$ cat src/bfsi_pkg.sv
// Package: constants and types for bus-fault safety and status indicators
package bfsi_pkg;

    // ==========================================
    // Clock and timing
    localparam int unsigned CLK_HZ = 50_000_000;
    localparam int unsigned LAMP_MS = 250;
    localparam int unsigned LAMP_CYC = (CLK_HZ / 1000) * LAMP_MS;
    localparam int unsigned DUP_CHECK_MS = 2000;
    localparam int unsigned DUP_CHECK_CYC = (CLK_HZ / 1000) * DUP_CHECK_MS;
    localparam int unsigned FLASH_MS = 500;
    localparam int unsigned FLASH_CYC = (CLK_HZ / 1000) * FLASH_MS;
    localparam int CNT_W = 32;

    // ==========================================
    // Configuration object addressing
    localparam logic [7:0] CFG_CLASS = 8'h96;
    localparam logic [7:0] CFG_INSTANCE = 8'h01;
    localparam logic [7:0] ATTR_PATTERN = 8'h06;
    localparam logic [7:0] ATTR_BEHAVIOUR = 8'h07;

    // ==========================================
    // Field layout and reset values
    localparam int BEHAV_HOLD_BIT = 0;
    localparam logic [7:0] BEHAVIOUR_RST = 8'h00;
    localparam logic [7:0] PATTERN_RST = 8'h00;
    localparam logic [7:0] PATTERN_MAX = 8'h03;

    // ==========================================
    // Explicit message answers
    localparam logic [7:0] SVC_OK = 8'h00;
    localparam logic [7:0] SVC_BAD_ATTR = 8'h14;
    localparam logic [7:0] SVC_BAD_VALUE = 8'h09;

    // Indicator colour codes on a two-wire green/red lamp
    typedef enum logic [1:0] {
        BFSI_LAMP_OFF,
        BFSI_LAMP_GREEN,
        BFSI_LAMP_RED
    } bfsi_lamp_t;

    typedef enum logic [2:0] {
        BFSI_PH_GREEN,
        BFSI_PH_RED,
        BFSI_PH_DUP,
        BFSI_PH_RUN
    } bfsi_phase_t;

endpackage : bfsi_pkg

$ cat src/bfsi_sync.sv
// Two-stage synchroniser for asynchronous pin inputs
`timescale 1ns/1ps
`default_nettype none
module bfsi_sync #(
    parameter int W = 1
) (
    input wire logic clk,
    input wire logic reset,
    input wire logic ce,
    input wire logic [W-1:0] d,
    output logic [W-1:0] q
);
    logic [W-1:0] meta_r;
    logic [W-1:0] meta_nxt;
    logic [W-1:0] q_r;
    logic [W-1:0] q_nxt;

    always_comb begin
        meta_nxt = ce ? d : meta_r;
        q_nxt = ce ? meta_r : q_r;
    end

    always_ff @(posedge clk or posedge reset) begin
        if (reset) begin
            meta_r <= '0;
            q_r <= '0;
        end else begin
            meta_r <= meta_nxt;
            q_r <= q_nxt;
        end
    end

    assign q = q_r;
endmodule : bfsi_sync
`default_nettype wire

$ cat src/bfsi_top.sv
// Bus-fault valve fallback, configuration attributes and status indicators
`timescale 1ns/1ps
`default_nettype none

// Functional notes
// - Behaviour byte: bit 0 picks safety pattern or hold; bits 1..7 read zero.
// - Pattern byte 0..3: all off, or only pilot one, two or three on.
// - Fallback pattern never energises more than one pilot.
// - Master reads and writes both bytes; device answers with stored values.
// - Both indicators show green 250 ms then red 250 ms after power-up.
// - New baud or address switch settings apply only after restart.
// - Network indicator off during duplicate address check or if it fails.
// - Network indicator steady green when online and connected.
// - Network indicator flashes green when online without connection.
// - Network indicator flashes red on I/O connection timeout.
// - Network indicator steady red on duplicate address or no communication.
// - Every indicated bus error is mirrored to the central indicator.
module bfsi_top #(
    parameter int unsigned LAMP_CYC = bfsi_pkg::LAMP_CYC,
    parameter int unsigned DUP_CHECK_CYC = bfsi_pkg::DUP_CHECK_CYC,
    parameter int unsigned FLASH_CYC = bfsi_pkg::FLASH_CYC
) (
    input wire logic clk,
    input wire logic reset,
    input wire logic ce,
    input wire logic msg_valid,
    input wire logic msg_write,
    input wire logic [7:0] msg_class,
    input wire logic [7:0] msg_instance,
    input wire logic [7:0] msg_attr,
    input wire logic [7:0] msg_wdata,
    output logic rsp_valid,
    output logic [7:0] rsp_data,
    output logic [7:0] rsp_status,
    input wire logic [2:0] pilot_cmd,
    input wire logic bus_error,
    input wire logic dup_check_done,
    input wire logic dup_check_fail,
    input wire logic dup_mac_found,
    input wire logic bus_comm_lost,
    input wire logic master_connected,
    input wire logic io_timeout,
    input wire logic [7:0] switch_pins,
    output logic [2:0] pilot_out,
    output logic [7:0] active_switches,
    output logic module_green,
    output logic module_red,
    output logic network_green,
    output logic network_red,
    output logic central_multicolour_indicator
);

    // ==========================================
    // Switch pins cross into the clock domain
    logic [7:0] sw_sync;

    bfsi_sync #(.W(8)) u_sw_sync (
        .clk(clk),
        .reset(reset),
        .ce(ce),
        .d(switch_pins),
        .q(sw_sync)
    );

    // ==========================================
    // Pattern decode for the valve fallback path
    function automatic logic [2:0] pattern_to_pilots(input logic [7:0] pat);
        logic [2:0] p;
        p = 3'h0;
        case (pat)
            8'h01: p = 3'h1;
            8'h02: p = 3'h2;
            8'h03: p = 3'h4;
            default: p = 3'h0;
        endcase
        return p;
    endfunction : pattern_to_pilots

    // ==========================================
    // Configuration attributes and explicit messages
    logic [7:0] behaviour_r;
    logic [7:0] behaviour_nxt;
    logic [7:0] pattern_r;
    logic [7:0] pattern_nxt;
    logic rsp_valid_r;
    logic rsp_valid_nxt;
    logic [7:0] rsp_data_r;
    logic [7:0] rsp_data_nxt;
    logic [7:0] rsp_status_r;
    logic [7:0] rsp_status_nxt;
    logic obj_hit;

    always_comb begin
        behaviour_nxt = behaviour_r;
        pattern_nxt = pattern_r;
        rsp_valid_nxt = 1'b0;
        rsp_data_nxt = rsp_data_r;
        rsp_status_nxt = rsp_status_r;
        obj_hit = (msg_class == bfsi_pkg::CFG_CLASS) &&
                  (msg_instance == bfsi_pkg::CFG_INSTANCE);
        if (msg_valid) begin
            rsp_valid_nxt = 1'b1;
            rsp_data_nxt = 8'h00;
            rsp_status_nxt = bfsi_pkg::SVC_OK;
            if (obj_hit && msg_attr == bfsi_pkg::ATTR_BEHAVIOUR) begin
                if (msg_write) begin
                    // Only bit 0 is stored so the upper bits always read zero
                    behaviour_nxt = {7'h00, msg_wdata[0]};
                    rsp_data_nxt = {7'h00, msg_wdata[0]};
                end else begin
                    rsp_data_nxt = behaviour_r;
                end
            end else if (obj_hit && msg_attr == bfsi_pkg::ATTR_PATTERN) begin
                if (msg_write) begin
                    // Values above 3 would be undefined pilot sets, so refuse them
                    if (msg_wdata > bfsi_pkg::PATTERN_MAX) begin
                        rsp_status_nxt = bfsi_pkg::SVC_BAD_VALUE;
                        rsp_data_nxt = pattern_r;
                    end else begin
                        pattern_nxt = msg_wdata;
                        rsp_data_nxt = msg_wdata;
                    end
                end else begin
                    rsp_data_nxt = pattern_r;
                end
            end else begin
                rsp_status_nxt = bfsi_pkg::SVC_BAD_ATTR;
            end
        end
    end

    always_ff @(posedge clk or posedge reset) begin
        if (reset) begin
            behaviour_r <= bfsi_pkg::BEHAVIOUR_RST;
            pattern_r <= bfsi_pkg::PATTERN_RST;
            rsp_valid_r <= 1'b0;
            rsp_data_r <= 8'h00;
            rsp_status_r <= 8'h00;
        end else if (ce) begin
            behaviour_r <= behaviour_nxt;
            pattern_r <= pattern_nxt;
            rsp_valid_r <= rsp_valid_nxt;
            rsp_data_r <= rsp_data_nxt;
            rsp_status_r <= rsp_status_nxt;
        end
    end

    // ==========================================
    // Pilot valve outputs
    logic [2:0] pilot_r;
    logic [2:0] pilot_nxt;

    always_comb begin
        pilot_nxt = pilot_cmd;
        if (bus_error) begin
            if (behaviour_r[bfsi_pkg::BEHAV_HOLD_BIT]) begin
                pilot_nxt = pilot_r;
            end else begin
                pilot_nxt = pattern_to_pilots(pattern_r);
            end
        end
    end

    always_ff @(posedge clk or posedge reset) begin
        if (reset) begin
            pilot_r <= 3'h0;
        end else if (ce) begin
            pilot_r <= pilot_nxt;
        end
    end

    // ==========================================
    // Switch capture at restart
    // Captured on the first enabled cycle after the synchroniser has filled
    logic [7:0] active_sw_r;
    logic [7:0] active_sw_nxt;
    logic [1:0] cap_wait_r;
    logic [1:0] cap_wait_nxt;
    logic sw_changed_r;
    logic sw_changed_nxt;

    always_comb begin
        active_sw_nxt = active_sw_r;
        cap_wait_nxt = cap_wait_r;
        sw_changed_nxt = 1'b0;
        if (cap_wait_r != 2'h3) begin
            cap_wait_nxt = cap_wait_r + 2'h1;
            if (cap_wait_r == 2'h2) begin
                active_sw_nxt = sw_sync;
            end
        end else begin
            sw_changed_nxt = (sw_sync != active_sw_r);
        end
    end

    always_ff @(posedge clk or posedge reset) begin
        if (reset) begin
            active_sw_r <= 8'h00;
            cap_wait_r <= 2'h0;
            sw_changed_r <= 1'b0;
        end else if (ce) begin
            active_sw_r <= active_sw_nxt;
            cap_wait_r <= cap_wait_nxt;
            sw_changed_r <= sw_changed_nxt;
        end
    end

    // ==========================================
    // Power-up lamp test, duplicate address check and flash timebase
    bfsi_pkg::bfsi_phase_t phase_r;
    bfsi_pkg::bfsi_phase_t phase_nxt;
    logic [bfsi_pkg::CNT_W-1:0] tmr_r;
    logic [bfsi_pkg::CNT_W-1:0] tmr_nxt;
    logic [bfsi_pkg::CNT_W-1:0] flash_cnt_r;
    logic [bfsi_pkg::CNT_W-1:0] flash_cnt_nxt;
    logic blink_r;
    logic blink_nxt;
    logic dup_failed_r;
    logic dup_failed_nxt;

    always_comb begin
        phase_nxt = phase_r;
        tmr_nxt = tmr_r + 32'h0000_0001;
        dup_failed_nxt = dup_failed_r;
        flash_cnt_nxt = flash_cnt_r + 32'h0000_0001;
        blink_nxt = blink_r;
        if (flash_cnt_r >= FLASH_CYC - 1) begin
            flash_cnt_nxt = 32'h0000_0000;
            blink_nxt = ~blink_r;
        end
        case (phase_r)
            bfsi_pkg::BFSI_PH_GREEN: begin
                if (tmr_r >= LAMP_CYC - 1) begin
                    phase_nxt = bfsi_pkg::BFSI_PH_RED;
                    tmr_nxt = 32'h0000_0000;
                end
            end
            bfsi_pkg::BFSI_PH_RED: begin
                if (tmr_r >= LAMP_CYC - 1) begin
                    phase_nxt = bfsi_pkg::BFSI_PH_DUP;
                    tmr_nxt = 32'h0000_0000;
                end
            end
            bfsi_pkg::BFSI_PH_DUP: begin
                // A check that never ends keeps the network lamp dark
                if (dup_check_fail) begin
                    dup_failed_nxt = 1'b1;
                end else if ((dup_check_done || dup_mac_found) && !dup_failed_r) begin
                    phase_nxt = bfsi_pkg::BFSI_PH_RUN;
                end
                if (tmr_r >= DUP_CHECK_CYC - 1) begin
                    tmr_nxt = tmr_r;
                end
            end
            default: begin
                tmr_nxt = tmr_r;
            end
        endcase
    end

    always_ff @(posedge clk or posedge reset) begin
        if (reset) begin
            phase_r <= bfsi_pkg::BFSI_PH_GREEN;
            tmr_r <= 32'h0000_0000;
            flash_cnt_r <= 32'h0000_0000;
            blink_r <= 1'b0;
            dup_failed_r <= 1'b0;
        end else if (ce) begin
            phase_r <= phase_nxt;
            tmr_r <= tmr_nxt;
            flash_cnt_r <= flash_cnt_nxt;
            blink_r <= blink_nxt;
            dup_failed_r <= dup_failed_nxt;
        end
    end

    // ==========================================
    // Indicator drive
    logic mod_g_r;
    logic mod_g_nxt;
    logic mod_r_r;
    logic mod_r_nxt;
    logic net_g_r;
    logic net_g_nxt;
    logic net_r_r;
    logic net_r_nxt;
    logic central_r;
    logic central_nxt;

    always_comb begin
        mod_g_nxt = 1'b0;
        mod_r_nxt = 1'b0;
        net_g_nxt = 1'b0;
        net_r_nxt = 1'b0;
        case (phase_r)
            bfsi_pkg::BFSI_PH_GREEN: begin
                mod_g_nxt = 1'b1;
                net_g_nxt = 1'b1;
            end
            bfsi_pkg::BFSI_PH_RED: begin
                mod_r_nxt = 1'b1;
                net_r_nxt = 1'b1;
            end
            bfsi_pkg::BFSI_PH_DUP: begin
                mod_g_nxt = ~sw_changed_r;
                mod_r_nxt = sw_changed_r & blink_r;
            end
            default: begin
                mod_g_nxt = ~sw_changed_r;
                mod_r_nxt = sw_changed_r & blink_r;
                // Critical faults outrank timeouts, which outrank connection state
                if (dup_mac_found || bus_comm_lost) begin
                    net_r_nxt = 1'b1;
                end else if (io_timeout) begin
                    net_r_nxt = blink_r;
                end else if (master_connected) begin
                    net_g_nxt = 1'b1;
                end else begin
                    net_g_nxt = blink_r;
                end
            end
        endcase
        // Any error state on either lamp lights the central fault colour
        central_nxt = (phase_r == bfsi_pkg::BFSI_PH_RUN &&
                       (dup_mac_found || bus_comm_lost || io_timeout)) ||
                      sw_changed_r || dup_failed_r;
    end

    always_ff @(posedge clk or posedge reset) begin
        if (reset) begin
            mod_g_r <= 1'b0;
            mod_r_r <= 1'b0;
            net_g_r <= 1'b0;
            net_r_r <= 1'b0;
            central_r <= 1'b0;
        end else if (ce) begin
            mod_g_r <= mod_g_nxt;
            mod_r_r <= mod_r_nxt;
            net_g_r <= net_g_nxt;
            net_r_r <= net_r_nxt;
            central_r <= central_nxt;
        end
    end

    assign rsp_valid = rsp_valid_r;
    assign rsp_data = rsp_data_r;
    assign rsp_status = rsp_status_r;
    assign pilot_out = pilot_r;
    assign active_switches = active_sw_r;
    assign module_green = mod_g_r;
    assign module_red = mod_r_r;
    assign network_green = net_g_r;
    assign network_red = net_r_r;
    assign central_multicolour_indicator = central_r;

endmodule : bfsi_top
`default_nettype wire

$ cat config.mk
export PLATFORM = sky130hd
export DESIGN_NAME = bfsi_top
export DESIGN_NICKNAME = d
export VERILOG_FILES = /design/src/bfsi_pkg.sv /design/src/bfsi_sync.sv /design/src/bfsi_top.sv
export SDC_FILE = /design/constraint.sdc
export NUM_CORES = 1
export LEC_CHECK = 0
export ABC_CLOCK_PERIOD_IN_PS = 4800
export BUFFER_PORTS_ARGS = -buffer_cell sky130_fd_sc_hd__buf_2
export CAP_MARGIN = 20
export CORE_ASPECT_RATIO = 0.9
export CORE_MARGIN = 2
export CORE_UTILIZATION = 35
export DETAILED_ROUTE_END_ITERATION = 8
export PLACE_DENSITY_LB_ADDON = 0.12
export SLEW_MARGIN = 40
export SYNTH_ARGS = -nofsm -noshare
export SYNTH_HDL_FRONTEND = slang
export SYNTH_SLANG_ARGS = --single-unit
$ cat constraint.sdc
create_clock -name clk -period 4.8 [get_ports clk]
set_input_delay 0.24 -clock clk [delete_from_list [all_inputs] [get_ports clk]]
set_output_delay 0.24 -clock clk [all_outputs]
set_load 0.02 [all_outputs]
Word level (Yosys, flattened, before mapping)
Index checks and enable logic that the tools add are counted.
{ "totals": {"register_bits": 137, "word_cells": 110, "out_inout_bits": 33, "inputBits": 55} }
{ "op_classes": {"n_reduce_logical": 27, "n_lt_le_gt_ge": 4, "n_mux": 32, "bitwise": 4, "n_addsub": 3, "eq_ne": 19} }
{ "ops": {"columns": ["op", "n"], "rows": [
  ["$mux W32", 3],
  ["$add A32 B1 Y32 const B", 2],
  ["$pmux W32 S2", 1],
  ["$mux W8", 7],
  ["$ge A32 B24 Y1 const B", 1],
  ["$ge A32 B25 Y1 const B", 1],
  ["$ge A32 B27 Y1 const B", 1],
  ["$mux W3", 6],
  ["$pmux W3 S3", 2],
  ["$eq A8 B1 Y1 const B", 2],
  ["$eq A8 B2 Y1 const B", 2],
  ["$eq A8 B3 Y1 const B", 2],
  ["$ne A2 B2 Y1 const B", 7],
  ["$reduce_and A3 Y1", 4],
  ["$eq A8 B8 Y1 const B", 1],
  ["$gt A8 B2 Y1 const B", 1],
  ["$mux W4", 2],
  ["$ne A8 B8 Y1", 1],
  ["$pmux W1 S2", 4],
  ["$reduce_and A2 Y1", 4],
  ["$mux W1", 7],
  ["$eq A3 B2 Y1 const B", 2],
  ["$reduce_and A6 Y1", 1],
  ["$reduce_or A2 Y1", 3],
  ["12 further kinds", 22]
]} }

Logic depth before layout (Yosys ltp)
Gate-level depths: netlist of run 1.
{ "logic_depth": {"ltp_word": 5, "mapped_depth": 9, "depth_no_buf": 8} }

Modules after synthesis
A second synthesis of run 1 with hierarchy kept.
{ "unflattened": {"hier_cells": 619, "area_unflattened_um2": 6387.4} }
{ "by_module_without_submodules": {"columns": ["mod", "instances", "cells_each", "seq_area_each_um2", "area_each_um2"], "rows": [
  ["bfsi_top", 1, 584, 2852.7, 5734.2],
  ["bfsi_sync", 1, 35, 400.4, 653.1]
]} }

Worst setup path before layout of run 1
OpenSTA, ideal clock, no wires.
{ "synth_path": {"kind": "flip-flop to flip-flop", "from": "register tmr_r[27] in the netlist's numbering", "to": "register tmr_r[18] in the netlist's numbering", "t_arrival_ns": 2.223, "period_less_slack_ns": 2.292, "stages_incl_launch_ff": 7, "path_buffers": 0, "setup_ns": 0.070, "path_slack_ns": 2.508, "t_required_ns": 4.730, "path_cell_list": "dfrtp_1 or4_4 or3_4 a211oi_4 a21oi_2 or4_1 nand3_1"} }
{ "synth_via": {"elab_chain_cells": 3, "elab_cells_between_ends": 6, "cone_classes": "order compare: 2; eq/ne: 1; mux: 2; reduce/logical: 1"} }
{ "synth_lines": {"columns": ["item", "line_no", "source"], "rows": [
  ["start, declared", "bfsi_top.sv:212", "logic [bfsi_pkg::CNT_W-1:0] tmr_r;"],
  ["start signal, assigned", "bfsi_top.sv:270", "tmr_r <= tmr_nxt;"],
  ["$ge A32 B24 Y1 / $ge A32 B27 Y1 (equally long branches)", "bfsi_top.sv:233, bfsi_top.sv:239, bfsi_top.sv:251", null],
  ["$mux W32 / $ne A2 B2 Y1 (equally long branches)", null, null],
  ["$pmux W32 S2 / $reduce_and A3 Y1 (equally long branches)", null, null]
]} }
Several ways; a longest one is shown, not always the timed one.
A chain may end at the register's enable or synchronous reset.

Worst setup path after layout of run 1
{ "layout_path": {"from": "register tmr_r[27] in the netlist's numbering", "to": "register tmr_r[8] in the netlist's numbering"} }
Same word-level chain as after synthesis.

==> results of run 1 <==
==> state kept, by name, summed over array words and instances (netlist names), 8 cells and up <==
register          count
flash_cnt_r          32
u_sw_sync.q           8
pattern_r             8
active_switches       8
tmr_r                32
behaviour_r           8
u_sw_sync.meta_r      8
rsp_data              8
==> power by group through the flow <==
stage	Clock [W]	Sequential [W]	Combinational [W]
after CTS	0.00126	0.00142	0.000791
after detailed placement	0	0.00143	0.000787
after floorplan	0	0.00145	0.000522
after global placement	0	0.00143	0.000771
final	0.00122	0.00141	0.000778
after global routing	0.00132	0.00144	0.000874
==> cells in the final DEF (no fill, tap or decap), drive strengths merged, types with 4 or more instances in the layout <==
cell type and n:
a21o 7, a21oi 17, a222oi 7, a22o 11
a31oi 8, and2 16, and3 11, and4 8
buf 87, clkbuf 17, clkinv 5, conb 4
dfrtp 130, ha 10, inv 28, mux2 29
nand2 41, nand2b 5, nand3 34, nand4 18
nor2 78, nor2b 12, nor3 7, nor3b 5
nor4 9, o211ai 4, o21ai 16, or3 4
or4 6, xnor2 15, xor2 29
==> final cells by class <==
cell class	instances	area share
clock buffer	17	0.05571
clock inverter	15	0.01884
inverter	20	0.01081
multi-input combinational	452	0.3896
sequential	130	0.4260
tap	240	0.03932
timing repair buffer	88	0.05964
==> through the flow <==
stage	util	worst slack [ns]	hold slack, ns
final	0.4294	1.754	0.05706
after global routing	0.4294	1.638	0.04118
after floorplan	-	1.091	0.3890
after detailed placement	0.3967	1.791	0.4542
after global placement	0.3964	1.869	0.4661
after CTS	0.4287	1.782	0.007395
==> kinds of logic (layout without fill, tap and decap cells) <==
group / Yosys count / in the layout
DFF: 130 / 130
buffers and inverters: 46 / 140
AOI/OAI and AO/OA: 96 / 96
other: 1 / 4
muxes: 29 / 29
and+or+nand+nor: 269 / 269
adders and majority gates: 10 / 10
xor gates and xnor gates: 44 / 44
==> per-layer routing <==
metal / global-route usage / up-vias / share of wire
met5: 0 / - / 0
met4: 0.03722 / 0 / 0.0058
met3: 0.04103 / 7 / 0.050
met2: 0.2538 / 101 / 0.48
met1: 0.2066 / 2398 / 0.47
li1: - / 2413 / -
==> worst min-delay path by stage <==
stage	endpoint	slack, ns	startpoint
final	u_sw_sync.meta_r[5]$_DFFE_PP0P_	0.06	switch_pins[5]
after global routing	u_sw_sync.meta_r[4]$_DFFE_PP0P_	0.04	switch_pins[4]
after CTS	u_sw_sync.q[1]$_DFFE_PP0P_	0.007	reset
after detailed placement	u_sw_sync.meta_r[0]$_DFFE_PP0P_	0.45	reset
after global placement	network_red$_DFFE_PP0P_	0.47	network_red$_DFFE_PP0P_
after floorplan	rsp_status[3]$_DFFE_PP0P_	0.39	msg_write
==> flow_metrics.py, run 1 <==
metrics = {
    "power": {
        "leakagePower_nw": 3.549,
        "p_sw_w": 0.001136,
        "seq_power_share": 0.414,
        "power_report.internal_total_w": 0.002277,
        "power.total_w": 0.003413,
        "power.density_nw_per_um2": 447.0,
        "irDropWorstVdd_v": 0.0002714,
        "p_clk_frac": 0.358,
        "power.share.combinational": 0.228,
        "p_sw_frac": 0.3329,
    },
    "final_layout": {
        "final_area_um2": 7636,
        "register_area_um2": 3253,
        "drive_above_1_share": 0.2230,
        "instances_no_fill": 962,
        "syn_to_final_growth_pct": 18.99,
        "multi_input_area_um2": 2975,
        "diodes": 0,
        "fill_cells": 1726,
        "nets": 774,
    },
    "timing": {
        "rsz0062_at_grt": "false",
        "hold_viol_final": 0,
        "fin_worst_skew_ns": 0.007338,
        "setup_viol": 0,
        "tightest_slew_ns": 0.8353,
        "period_share": 0.6346,
        "slew_violations": 0,
        "maxSlewHeadroom": 0.4380,
        "fin_crit_ns": 3.046,
        "setup_tns_ns": 0,
        "fmax_mhz": 328.3,
    },
    "clocking": {
        "clk_latency_ns": 0.41,
        "ctsHtreeMaxLevel": 4,
        "ctsHoldBuffers": 0,
        "clock-sinks": 130,
        "clock_path_buffers": 2,
        "cts_setup_buffers": 0,
        "cts_root_buf": "clkbuf_16",
        "cts_tree": "yes",
        "clk_pin_slew_ns": 0.06,
        "cts_buffers": 17,
        "ctsResizeCount": 0,
    },
    "critical_path": {
        "cp_slowest_cell": "nand4b_1",
        "required_ns": 5.10,
        "crit_chain": "or4_4 -> or3_4 -> nand4b_1 -> nand2_1 -> nor2_1 -> a22o_1",
        "crit_type": "flip-flop to flip-flop",
        "r2r_cells": 6,
        "crit_path_start": "tmr_r[27]$_DFFE_PP0P_",
        "rrSetupSlack_ns": 1.75,
        "end_kind": "flip-flop",
        "worst_ep_arrival_time_ns": 3.35,
        "r2r_start": "tmr_r[27]$_DFFE_PP0P_",
        "reg2reg_to": "tmr_r[8]$_DFFE_PP0P_",
        "slowest_delay_ns": 0.57,
        "path_delay_family": "simple AND/OR/NAND/NOR gates",
        "cp-endpoint": "tmr_r[8]$_DFFE_PP0P_",
        "crit_cells": 6,
        "cp-start-kind": "flip-flop",
        "worst-path-buf-inv": 0,
        "path_max_fanout": 13,
    },
    "synthesis": {
        "yosysSeqAreaShare": 0.5069,
        "synth_top_family_by_area": "simple AND/OR/NAND/NOR gates",
        "syn_area_um2": 6417,
        "ys_types": 61,
        "yosys-top-cells-area": "dfrtp_1 51%, mux2_2 5.1%, nor2_1 4.6%",
        "synth_mux_area_frac": 0.05089,
        "synthTopCellsByCount": "130 x dfrtp_1, 78 x nor2_1, 41 x nand2_1",
        "yosysWarnings": 0,
        "synth-compound-area-share": 0.1104,
        "synthSimpleGateAreaFrac": 0.2203,
        "syn_avg_cell_area_um2": 10.27,
        "synth_xor_xnor_area_share": 0.06005,
        "synthAdderAreaFrac": 0.01950,
        "synth_enable_flop_cells": 0,
        "synthFlopType": "dfrtp_1",
        "netlist_instances": 625,
        "synth-async-reset-ratio": 1.000,
        "ys_seq_elements": 130,
        "synth_top_cell_by_area": "dfrtp_1",
        "synth_top_area_share": 0.5069,
        "synth_most_common_cell": "dfrtp_1",
    },
    "drt": {
        "vias": 4919,
        "vias_per_cell": 5.113,
        "drt_wl_total_um": 14500,
        "ant_nets": 0,
        "drc": 0,
        "wl_per_cell_um": 15.07,
        "drtIter0Drc": 354,
        "drtPass1Iterations": 4,
    },
    "placement": {
        "dp.cells": 929,
        "dpl_cell_area_um2": 7054,
        "post-dp-hpwl_um": 10210,
        "place_congestion": 0.8067,
        "portBuffers": 83,
    },
    "floorplan": {
        "pin_count": 88,
        "core_um2": 17780,
        "fp.dieArea_um2": 19440,
        "rows": 46,
        "die_w_um": 146.7,
        "die_height_um": 132.5,
        "start_util": 0.3608,
    },
    "flow_run": {
        "cap_violations": 0,
    },
    "global_route": {
        "globalRouteOverflowTotal": 0,
        "grt_usage": 0.1551,
        "grt_max_degree": 85,
        "grt_pass1_wl_um": 24500,
        "grt_pass1_vias": 4860,
        "antenna_found_initial": 0,
    },
    "hold_path": {
        "hold_path_depth": 2,
        "hp-class": "input port to flip-flop",
    },
    "status": {
        "status": "completed",
    },
}
Note: power is estimated with default switching activity, not from simulation.
==> run 2, diff against run 1 <==
--- a/config.mk
+++ b/config.mk
@@ -5,7 +5,7 @@
 export SDC_FILE = /design/constraint.sdc
 export NUM_CORES = 1
 export LEC_CHECK = 0
-export ABC_CLOCK_PERIOD_IN_PS = 4800
+export ABC_CLOCK_PERIOD_IN_PS = 3000
 export BUFFER_PORTS_ARGS = -buffer_cell sky130_fd_sc_hd__buf_2
 export CAP_MARGIN = 20
 export CORE_ASPECT_RATIO = 0.9
==> constraint.sdc (replaced) <==
create_clock -name clk -period 3 [get_ports clk]
set_input_delay 0.15 -clock clk [delete_from_list [all_inputs] [get_ports clk]]
set_output_delay 0.15 -clock clk [all_outputs]
set_load 0.02 [all_outputs]
==> run 2 against run 1 <==
  * Clock power increased by 73%
  * Routed wire length increased by 2.5%
  * Critical path depth unchanged
  * Largest cell class unchanged
  * Largest power group unchanged
==> flow_metrics.py, run 2 (synthesized netlist as in run 1, its figures left out) <==
metrics = {
    "status": {
        "status": "completed",
    },
    "global_route": {
        "grt_max_degree": 42,
        "antenna_found_initial": 0,
        "grt_usage": 0.1568,
        "grt_pass1_wl_um": 24650,
        "grt_pass1_vias": 4938,
        "globalRouteOverflowTotal": 0,
    },
    "power": {
        "power.total_w": 0.005650,
        "irDropWorstVdd_v": 0.0004382,
        "leakagePower_nw": 3.670,
        "power.density_nw_per_um2": 714.0,
    },
    "critical_path": {
        "path_max_fanout": 13,
        "worst_ep_arrival_time_ns": 3.02,
        "slowest_delay_ns": 0.55,
        "rrSetupSlack_ns": 0.26,
        "end_kind": "flip-flop",
        "path_delay_family": "simple AND/OR/NAND/NOR gates",
        "crit_chain": "or4_4 -> or3_4 -> nand4b_1 -> and2_1 -> nand2_1 -> o211ai_1",
        "required_ns": 3.27,
        "cp_slowest_cell": "or4_4",
        "cp-start-kind": "flip-flop",
        "worst-path-buf-inv": 0,
        "crit_type": "flip-flop to flip-flop",
    },
    "timing": {
        "fmax_mhz": 364.4,
        "hold_viol_final": 0,
        "setup_viol": 0,
        "maxSlewHeadroom": 0.4813,
        "period_share": 0.9149,
        "setup_tns_ns": 0,
        "setup_ws_ns": 0.2554,
        "tightest_slew_ns": 0.7781,
        "fin_crit_ns": 2.745,
        "fin_worst_skew_ns": 0.008242,
        "rsz0062_at_grt": "false",
        "slew_violations": 0,
    },
    "final_layout": {
        "nets": 795,
        "diodes": 0,
        "reg_top3": "flash_cnt_r x32, tmr_r x32",
        "layout_commonest_cell": "dfrtp_1",
        "syn_to_final_growth_pct": 23.32,
        "layout_common_cells": "130 x dfrtp_1, 83 x buf_2, 78 x nor2_1",
        "fin_util": 0.4450,
        "drive_above_1_share": 0.2291,
        "instances_no_fill": 982,
    },
    "hold_path": {
        "hp-class": "input port to flip-flop",
    },
    "clocking": {
        "cts_root_buf": "clkbuf_16",
        "cts_setup_buffers": 0,
        "ctsHtreeMaxLevel": 4,
        "ctsResizeCount": 0,
        "ctsHoldBuffers": 11,
        "cts_tree": "yes",
        "clk_pin_slew_ns": 0.06,
        "cts_buffers": 17,
        "clock-sinks": 130,
        "clk_latency_ns": 0.41,
        "clock_path_buffers": 2,
    },
    "placement": {
        "place_ws_ns": 0.2933,
        "dp.cells": 939,
        "portBuffers": 83,
        "place_congestion": 0.8804,
        "post-dp-hpwl_um": 10540,
    },
    "floorplan": {
        "core_um2": 17780,
        "die_w_um": 146.7,
        "start_util": 0.3608,
        "rows": 46,
        "pin_count": 88,
        "die_height_um": 132.5,
        "fp.dieArea_um2": 19440,
    },
    "drt": {
        "vias": 5079,
        "wl_per_cell_um": 15.13,
        "drtPass1Iterations": 5,
        "drtIter0Drc": 352,
        "drc": 0,
        "vias_per_cell": 5.172,
        "ant_nets": 0,
        "drt_wl_total_um": 14860,
    },
    "flow_run": {
        "cap_violations": 0,
    },
}
==> run 2: layer usage <==
metal / global-route usage / wire length (µm) / part of all wire
met1: 0.2101 / 7039 / 0.47
met2: 0.2475 / 6945 / 0.47
met3: 0.04759 / 747 / 0.050
met4: 0.04369 / 123 / 0.0083
met5: 0 / 0 / 0
==> run 2: stage by stage <==
stage               hold WS, ns  area, µm²
finish                  0.03129       7914
global route            0.01574       7914
CTS                   0.0009923       7886
detailed placement       0.3579       7177
global placement         0.3427       7177
floorplan                0.2990       6432
==> run 2: worst register-to-register path: cells and delay by family (launching register included) <==
family,cells,cell delay [ns]
AO/OA/AOI/OAI,1,0.12
flip-flops,1,0.40
AND/OR/NAND/NOR,5,2.10
==> run 2: final timing paths <==
check	startpoint	end	cells after the start
max in group asynchronous	reset	u_sw_sync.q[5]$_DFFE_PP0P_	5
max reg2reg	tmr_r[27]$_DFFE_PP0P_	tmr_r[21]$_DFFE_PP0P_	6
min in group asynchronous	reset	rsp_status[2]$_DFFE_PP0P_	3
min reg2reg	behaviour_r[2]$_DFFE_PP0P_	behaviour_r[2]$_DFFE_PP0P_	1
max	tmr_r[27]$_DFFE_PP0P_	tmr_r[21]$_DFFE_PP0P_	6
min	pilot_cmd[0]	pilot_out[0]$_DFFE_PP0P_	3
==> run 2: where the power goes <==
group          switching [W]  internal (W)
Clock               0.000790       0.00132
Sequential          0.000254       0.00200
Combinational       0.000710      0.000574
==> run 2: area by class of cell <==
type                    instances  area, µm²
clock inverters                13      160.2
flip-flops and latches        130       3253
multi-input cells             452       2974
clock buffers                  18      439.2
inverters                      20      78.83
repair buffers                109      708.2
fillers                      1702       9871
well taps                     240      300.3
